<file path="config.mk">
export PLATFORM = sky130hd
export DESIGN_NAME = dcp_prescalers
export DESIGN_NICKNAME = d
export VERILOG_FILES = /design/src/verilog/dcp_prescalers.v
export VERILOG_INCLUDE_DIRS = /design/src /design/src/verilog
export SDC_FILE = /design/constraint.sdc
export NUM_CORES = 1
export LEC_CHECK = 0
export BUFFER_PORTS_ARGS = -buffer_cell sky130_fd_sc_hd__buf_4
export CAP_MARGIN = 5
export CORE_AREA = 2 2 69 71
export DETAILED_ROUTE_END_ITERATION = 16
export DIE_AREA = 0 0 71 73
export GPL_TIMING_DRIVEN = 0
export PLACE_DENSITY_LB_ADDON = 0.08
export SYNTH_ARGS = -nofsm -noshare
export SYNTH_HDL_FRONTEND = slang
export SYNTH_SLANG_ARGS = --single-unit
</file>
<file path="constraint.sdc">
create_clock -name mclk -period 4.3 [get_ports mclk]
set_input_delay 0.215 -clock mclk [delete_from_list [all_inputs] [get_ports mclk]]
set_output_delay 0.215 -clock mclk [all_outputs]
set_load 0.02 [all_outputs]
</file>
<file path="src/verilog/dcp_map.vh">
`ifndef DCP_MAP_VH
`define DCP_MAP_VH
// Counter widths and reset values
`define DCP_SYS_W        13
`define DCP_WATCH_W      5
`define DCP_SYS_RST      13'h0000
`define DCP_WATCH_RST    5'h00
// Subclock pre-divide ratio (divide by 4 as two-bit counter)
`define DCP_SUB_DIV_W    2
// Medium-speed oscillator divide select codes: /16 /32 /64 /128
`define DCP_MED_DIV16    2'h0
`define DCP_MED_DIV32    2'h1
`define DCP_MED_DIV64    2'h2
`define DCP_MED_DIV128   2'h3
`define DCP_OSC_DIV_W    7
// Medium-speed sleep peripheral divide codes: /8 /16 /32 /64
`define DCP_SLP_DIV8     2'h0
`define DCP_SLP_DIV16    2'h1
`define DCP_SLP_DIV32    2'h2
`define DCP_SLP_DIV64    2'h3
// Operating mode codes
`define DCP_MODE_W       3
`define DCP_M_ACT_HI     3'h0
`define DCP_M_ACT_MED    3'h1
`define DCP_M_SLP_HI     3'h2
`define DCP_M_SLP_MED    3'h3
`define DCP_M_SUBACT     3'h4
`define DCP_M_SUBSLP     3'h5
`define DCP_M_WATCH      3'h6
`define DCP_M_STBY       3'h7
`endif

</file>
<file path="src/verilog/dcp_prescalers.v">
// Functional notes
// - 13-bit system prescaler counts every system tick
// - Reset clears system prescaler, counts after release
// - Standby/watch/sub modes hold system prescaler cleared
// - No processor access path to counter
// - Taps shared; each peripheral selects own tap
// - Active medium-speed feeds oscillator /16,/32,/64,/128
// - 5-bit watch prescaler clocked by subclock/4
// - Reset clears watch prescaler, counts after release
// - Watch prescaler runs in all low-power modes
// - Timer-A write with both reset bits set clears watch prescaler
// - Watch taps offered as timer A source
// - Medium sleep halts CPU, peripherals at /8../64
// - Subactive runs CPU on subclock, system stopped
// - Standby stops CPU and all peripherals
// - Module standby stops selected peripherals only
// - System taps at divide 2 through 8192
`timescale 1ns/1ps
`include "dcp_map.vh"

module dcp_prescalers #(
    parameter NUM_PERIPH = 8
) (
    mclk,
    srst,
    sub_osc_in,
    op_mode,
    med_osc_sel,
    med_sleep_sel,
    timer_a_ctl_bit3,
    timer_a_ctl_bit2,
    timer_a_wr,
    module_stby,
    sys_tick_en,
    sys_tap_en,
    watch_tap_en,
    cpu_clk_en,
    cpu_on_sub,
    periph_clk_en,
    system_prescaler_run
);
    input  wire                          mclk;
    input  wire                          srst;
    input  wire                          sub_osc_in;
    input  wire [`DCP_MODE_W-1:0]        op_mode;
    input  wire [1:0]                    med_osc_sel;
    input  wire [1:0]                    med_sleep_sel;
    input  wire                          timer_a_ctl_bit3;
    input  wire                          timer_a_ctl_bit2;
    input  wire                          timer_a_wr;
    input  wire [NUM_PERIPH-1:0]         module_stby;
    output reg                           sys_tick_en;
    output reg  [`DCP_SYS_W-1:0]         sys_tap_en;
    output reg  [`DCP_WATCH_W-1:0]       watch_tap_en;
    output reg                           cpu_clk_en;
    output reg                           cpu_on_sub;
    output reg  [NUM_PERIPH-1:0]         periph_clk_en;
    output reg                           system_prescaler_run;

    // =====================================================
    // Mode decode
    // =====================================================
    wire sys_stop = (op_mode == `DCP_M_STBY)   ||
                    (op_mode == `DCP_M_WATCH)  ||
                    (op_mode == `DCP_M_SUBACT) ||
                    (op_mode == `DCP_M_SUBSLP);
    // Only active medium speed slows the prescaler feed; medium
    // sleep keeps full rate so its /8../64 taps track the system clock
    wire med_mode = (op_mode == `DCP_M_ACT_MED);

    // =====================================================
    // Subclock synchroniser and edge detect
    // =====================================================
    reg sub_meta_r;
    reg sub_sync_r;
    reg sub_prev_r;
    always @(posedge mclk)
    begin
        if (srst)
        begin
            sub_meta_r <= 1'b0;
            sub_sync_r <= 1'b0;
            sub_prev_r <= 1'b0;
        end
        else
        begin
            sub_meta_r <= sub_osc_in;
            sub_sync_r <= sub_meta_r;
            sub_prev_r <= sub_sync_r;
        end
    end
    // Rising edge only from the second stage onward
    wire sub_rise = sub_sync_r & ~sub_prev_r;

    // =====================================================
    // Medium-speed oscillator divider
    // =====================================================
    reg [`DCP_OSC_DIV_W-1:0] osc_div_r;
    reg [`DCP_OSC_DIV_W-1:0] osc_mask;
    always @*
    begin
        case (med_osc_sel)
            `DCP_MED_DIV16:  osc_mask = 7'h0F;
            `DCP_MED_DIV32:  osc_mask = 7'h1F;
            `DCP_MED_DIV64:  osc_mask = 7'h3F;
            `DCP_MED_DIV128: osc_mask = 7'h7F;
            default:         osc_mask = 7'h0F;
        endcase
    end
    always @(posedge mclk)
    begin
        if (srst || !med_mode)
            osc_div_r <= 7'h00;
        else
            osc_div_r <= osc_div_r + 7'h01;
    end
    // High speed: every cycle; medium: one per selected period
    wire sys_tick = !sys_stop &&
                    (!med_mode || ((osc_div_r & osc_mask) == osc_mask));

    // =====================================================
    // System prescaler: no processor path exists
    // =====================================================
    reg  [`DCP_SYS_W-1:0] system_prescaler_r;
    wire [`DCP_SYS_W-1:0] system_prescaler_nxt =
        system_prescaler_r + 13'h0001;
    always @(posedge mclk)
    begin
        if (srst)
            system_prescaler_r <= `DCP_SYS_RST;
        else if (sys_stop)
            system_prescaler_r <= `DCP_SYS_RST;
        else if (sys_tick)
            system_prescaler_r <= system_prescaler_nxt;
    end

    // =====================================================
    // Subclock /4 and watch prescaler
    // =====================================================
    reg [`DCP_SUB_DIV_W-1:0] sub_div_r;
    reg [`DCP_WATCH_W-1:0]   watch_prescaler_r;
    wire watch_tick = sub_rise && (sub_div_r == 2'h3);
    wire watch_clr  = timer_a_wr && timer_a_ctl_bit3 &&
                      timer_a_ctl_bit2;
    always @(posedge mclk)
    begin
        if (srst)
            sub_div_r <= 2'h0;
        else if (sub_rise)
            sub_div_r <= sub_div_r + 2'h1;
    end
    // Keeps counting regardless of op_mode while subclock toggles
    always @(posedge mclk)
    begin
        if (srst)
            watch_prescaler_r <= `DCP_WATCH_RST;
        else if (watch_clr)
            watch_prescaler_r <= `DCP_WATCH_RST;
        else if (watch_tick)
            watch_prescaler_r <= watch_prescaler_r + 5'h01;
    end

    // =====================================================
    // Tap strobes: one pulse per rising bit of each stage
    // =====================================================
    wire [`DCP_SYS_W-1:0]   sys_rise = ~system_prescaler_r &
                                       system_prescaler_nxt;
    wire [`DCP_WATCH_W-1:0] w_nxt    = watch_prescaler_r + 5'h01;
    wire [`DCP_WATCH_W-1:0] w_rise   = ~watch_prescaler_r & w_nxt;
    genvar gi;
    generate
        for (gi = 0; gi < `DCP_SYS_W; gi = gi + 1)
        begin : g_sys_tap
            // Bit gi strobe gives divide 2^(gi+1)
            always @(posedge mclk)
            begin
                if (srst)
                    sys_tap_en[gi] <= 1'b0;
                else
                    sys_tap_en[gi] <= sys_tick && sys_rise[gi];
            end
        end
        for (gi = 0; gi < `DCP_WATCH_W; gi = gi + 1)
        begin : g_w_tap
            always @(posedge mclk)
            begin
                if (srst)
                    watch_tap_en[gi] <= 1'b0;
                else
                    watch_tap_en[gi] <= watch_tick && !watch_clr &&
                                        w_rise[gi];
            end
        end
    endgenerate

    // =====================================================
    // Peripheral and CPU clock gating by mode
    // =====================================================
    reg [1:0] slp_cnt_sel;
    always @*
    begin
        case (med_sleep_sel)
            `DCP_SLP_DIV8:  slp_cnt_sel = 2'h0;
            `DCP_SLP_DIV16: slp_cnt_sel = 2'h1;
            `DCP_SLP_DIV32: slp_cnt_sel = 2'h2;
            `DCP_SLP_DIV64: slp_cnt_sel = 2'h3;
            default:        slp_cnt_sel = 2'h0;
        endcase
    end
    // Taps 2..5 are /8../64 of the system clock
    wire slp_tick = sys_tick && sys_rise[{1'b0, slp_cnt_sel} + 3'h2];
    reg periph_base;
    always @*
    begin
        case (op_mode)
            `DCP_M_SLP_MED: periph_base = slp_tick;
            `DCP_M_STBY:    periph_base = 1'b0;
            `DCP_M_WATCH,
            `DCP_M_SUBACT,
            `DCP_M_SUBSLP:  periph_base = watch_tick;
            default:        periph_base = sys_tick;
        endcase
    end
    always @(posedge mclk)
    begin
        if (srst)
        begin
            sys_tick_en          <= 1'b0;
            cpu_clk_en           <= 1'b0;
            cpu_on_sub           <= 1'b0;
            periph_clk_en        <= {NUM_PERIPH{1'b0}};
            system_prescaler_run <= 1'b0;
        end
        else
        begin
            sys_tick_en <= sys_tick;
            // CPU halted in every sleep, watch and standby mode
            case (op_mode)
                `DCP_M_ACT_HI,
                `DCP_M_ACT_MED: cpu_clk_en <= sys_tick;
                `DCP_M_SUBACT:  cpu_clk_en <= watch_tick;
                default:        cpu_clk_en <= 1'b0;
            endcase
            cpu_on_sub <= (op_mode == `DCP_M_SUBACT);
            periph_clk_en <= {NUM_PERIPH{periph_base}} &
                             ~module_stby;
            system_prescaler_run <= !sys_stop;
        end
    end
endmodule

</file>
==> out/metrics.csv <==
stage,metric,value,unit
detailed_routing,drt wl/cell,13.8,um
global_route,vias in the first global route,1819,
floorplan,starting density of the core,55.0,%
detailed_routing,Remaining DRCs,0,
global_route,antenna violations before repair,0,
setup_path,slowest CP cell,dfxtp_1,
detailed_routing,Antenna Violating Nets Remaining,0,
floorplan,die area,5180,um^2
worst_hold_path,min-delay worst type,in -> reg,
clock_tree,CTS buffer count,9,
timing,setup_tns,0,ns
setup_path,worst path cell trace,"ha_1, and3_1, ha_1, mux2i_1, a41oi_1, o31ai_4, nor4b_1",
logic_synthesis,post-synthesis async set-or-reset flop share,0,%
layout,antenna cell count,0,
layout,Filler cells,359,
detailed_routing,number of vias per cell,5.20,
clock_tree,Root Buffer,clkbuf_8,
floorplan,DIE HEIGHT,73,um
global_route,GRT Util Overall,20.3,%
timing,f_max,507,MHz
worst_hold_path,hold_sp,module_stby[1],
logic_synthesis,Post-Syn Instances,236,
layout,Area Growth Syn to Fin,28.5,%
detailed_routing,via count,1851,
logic_synthesis,most frequent cell after synthesis,dfxtp_1,
layout,footprint of the multi-input gates,1170,um^2
logic_synthesis,count of cell types in the netlist,38,
setup_path,CP Launch Type,flop,
logic_synthesis,"FF+latch count, synth",60,
setup_path,most frequent CP cell,ha_1,
logic_synthesis,Synth Cell Area,2490,um^2
clock_tree,H-tree depth,3,
clock_tree,# clock sinks,60,
global_route,largest net degree at the start of global routing,11,
timing,period utilization,45.9,%
logic_synthesis,yosys warns,0,
detailed_routing,final wirelength,4.92,mm
clock_tree,"CTS clk-pin slew, worst paths",0.07,ns
timing,Final Hold Viols,0,
logic_synthesis,Post-synth top cells,"dfxtp_1, ha_1, and3_1, inv_1, nor2_1",
logic_synthesis,ys flop type,dfxtp_1,
logic_synthesis,top cell type's share of synthesized area,48.1,%
detailed_routing,Pre-antenna DRT Iters,4,
clock_tree,Post-CTS Setup Bufs,0,
logic_synthesis,Synth Net Count,277,
timing,RSZ-0062 raised after global routing,no,
timing,max-slew violation count,0,
global_route,GRT overflow,0,
setup_path,worst setup path startpoint,system_prescaler_r[0],
floorplan,Die W,71,um
timing,Finish-stage setup viols,0,
timing,clk_skew,0.0103,ns
worst_hold_path,hold path depth,2,
run_status,status,"finished, final reports clean",
place,dpl hpwl,3.47,mm
detailed_routing,DR iter-0 viols,48,
power_and_ir_drop,Worst VDD drop,0.285,mV
logic_synthesis,Yosys top cell by area,dfxtp_1,
floorplan,I/O pins,51,
setup_path,WP buf/inv,0,
setup_path,CP Class,reg -> reg,
timing,Worst-Margin Slew,0.544,ns
setup_path,CP required,4.52,ns
layout,ratio of cells with drive above 1 in the final layout,27.8,%
clock_tree,TritonCTS clock tree,built,
setup_path,R2R depth,7,
setup_path,worst reg2reg path startpoint,system_prescaler_r[0],
clock_tree,clk buf depth,2,
setup_path,"slowest stage delay, CP",0.43,ns
setup_path,CP max FO,8,
timing,PnR worst setup slack,2.33,ns
logic_synthesis,Area contributors post-synth,"dfxtp_1, ha_1, o211a_1, a211oi_1, and3_1",
clock_tree,PostCTS Resize Cnt,0,
setup_path,CP Data Arrival Time,2.19,ns
clock_tree,"Hold-fix buffers, CTS",0,
setup_path,critical path depth in cells,7,
floorplan,row count,25,
global_route,first-pass GRT wire length,8.18,mm
timing,Hold WS,0.0478,ns
logic_synthesis,Post-synth EDFFs,0,
setup_path,"CP delay by family, top",compound AO/OA/AOI/OAI gates,
setup_path,Worst Setup End Kind,flop,
flow_run,MaxCap Viol Count,0,
place,Place WS,2.32,ns
power_and_ir_drop,pwr dens,408,nW/um^2
power_and_ir_drop,P_leak,0.00146,uW
place,IO Port Bufs,50,
timing,minimum clock period,1.97,ns
logic_synthesis,Mapped Avg Cell Area,10.6,um^2
layout,FF+latch area,1200,um^2
clock_tree,worst-skew pair later-pin latency,0.32,ns
logic_synthesis,"Seq/Total Area, Yosys",48.1,%
place,global placement routability congestion,0.825,
timing,Worst slew margin,63.7,%
layout,Final #Nets,338,
floorplan,CORE AREA,4540,um^2
[layout by cell type, fill, tap and decap left out, drive strengths merged]
cell,netlist,layout
nor3b,1,1
and3,19,19
bufinv,0,3
a21o,1,1
o211a,12,12
o21a,1,1
or3,2,2
inv,19,19
nand2b,2,2
o21ai,2,2
a211oi,16,16
buf,4,54
mux2i,3,3
nor4b,9,9
a41oi,1,1
ha,20,20
a21oi,1,1
and2,4,4
o31ai,2,2
and3b,1,1
mux2,1,1
a21boi,1,1
nand2,8,8
a31o,1,1
nor4,1,1
nor2,17,17
nor2b,5,5
clkbuf,7,20
xnor2,5,5
nor3,3,3
dfxtp,60,60
or2,1,1
nand3,5,5
xor2,1,1
[final timing paths]
path,endpoint,slack (ns)
max,periph_clk_en[0],2.33
min,periph_clk_en[1],0.05
max reg2reg,periph_clk_en[0],2.33
min reg2reg,osc_div_r[0],0.44
[worst reg2reg max path, stage by stage (launching register included)]
cell     delay (ns)
dfxtp_1        0.43
ha_1           0.21
and3_1         0.20
ha_1           0.18
mux2i_1        0.07
a41oi_1        0.29
o31ai_4        0.20
nor4b_1        0.28
[state kept, by name, summed over array words and instances, names as in the netlist]
| name | flops |
|---|---|
| sub_meta_r | 1 |
| sub_sync_r | 1 |
| system_prescaler_r | 13 |
| sub_prev_r | 1 |
| system_prescaler_run | 1 |
| watch_prescaler_r | 5 |
| osc_div_r | 7 |
| periph_clk_en | 8 |
| sys_tick_en | 1 |
| cpu_clk_en | 1 |
| cpu_on_sub | 1 |
| watch_tap_en | 5 |
| sys_tap_en | 13 |
| sub_div_r | 2 |
[cells by family after synthesis]
group | share of synthesized area (%)
and+or+nand+nor | 19.6
muxes | 1.65
DFF | 48.1
AOI/OAI and AO/OA | 13.5
buffers and inverters | 4.96
xor gates and xnor gates | 2.11
adders and majority gates | 10.0
[per-stage QoR]
stage | area, um^2 | total power (uW) | cells | utilization, %
finish | 3210 | 1310 | 356 | 70.7
global route | 3210 | 1350 | 356 | 70.7
CTS | 3210 | 1320 | 356 | 70.7
detailed placement | 2940 | 664 | 340 | 64.8
global placement | 2940 | 662 | 340 | 64.8
floorplan | 2490 | 628 | 236 | -
[cell type report]
cell class	count	share of cell area, %
multi-input combinational	146	36.5
buffer	11	1.64
sequential	60	37.5
clock buffer	13	5.58
clock inverter	3	2.81
inverter	19	2.22
tap	54	2.11
timing repair buffer	50	11.7
[routing by layer]
| layer | share of wire [%] | GRT usage, % | up-vias |
|---|---|---|---|
| li1 | - | - | 954 |
| met1 | 45 | 24.0 | 856 |
| met2 | 50 | 34.8 | 36 |
| met3 | 4.2 | 4.56 | 5 |
| met4 | 0.85 | 10.5 | 0 |
| met5 | 0 | 0 | - |
[where the power goes]
group	total, uW	switching (uW)	internal, uW
logic	79.2	42.4	36.7
clock network	658	209	449
registers	572	5.34	567
No activity file was read; power rests on OpenSTA's default activity.
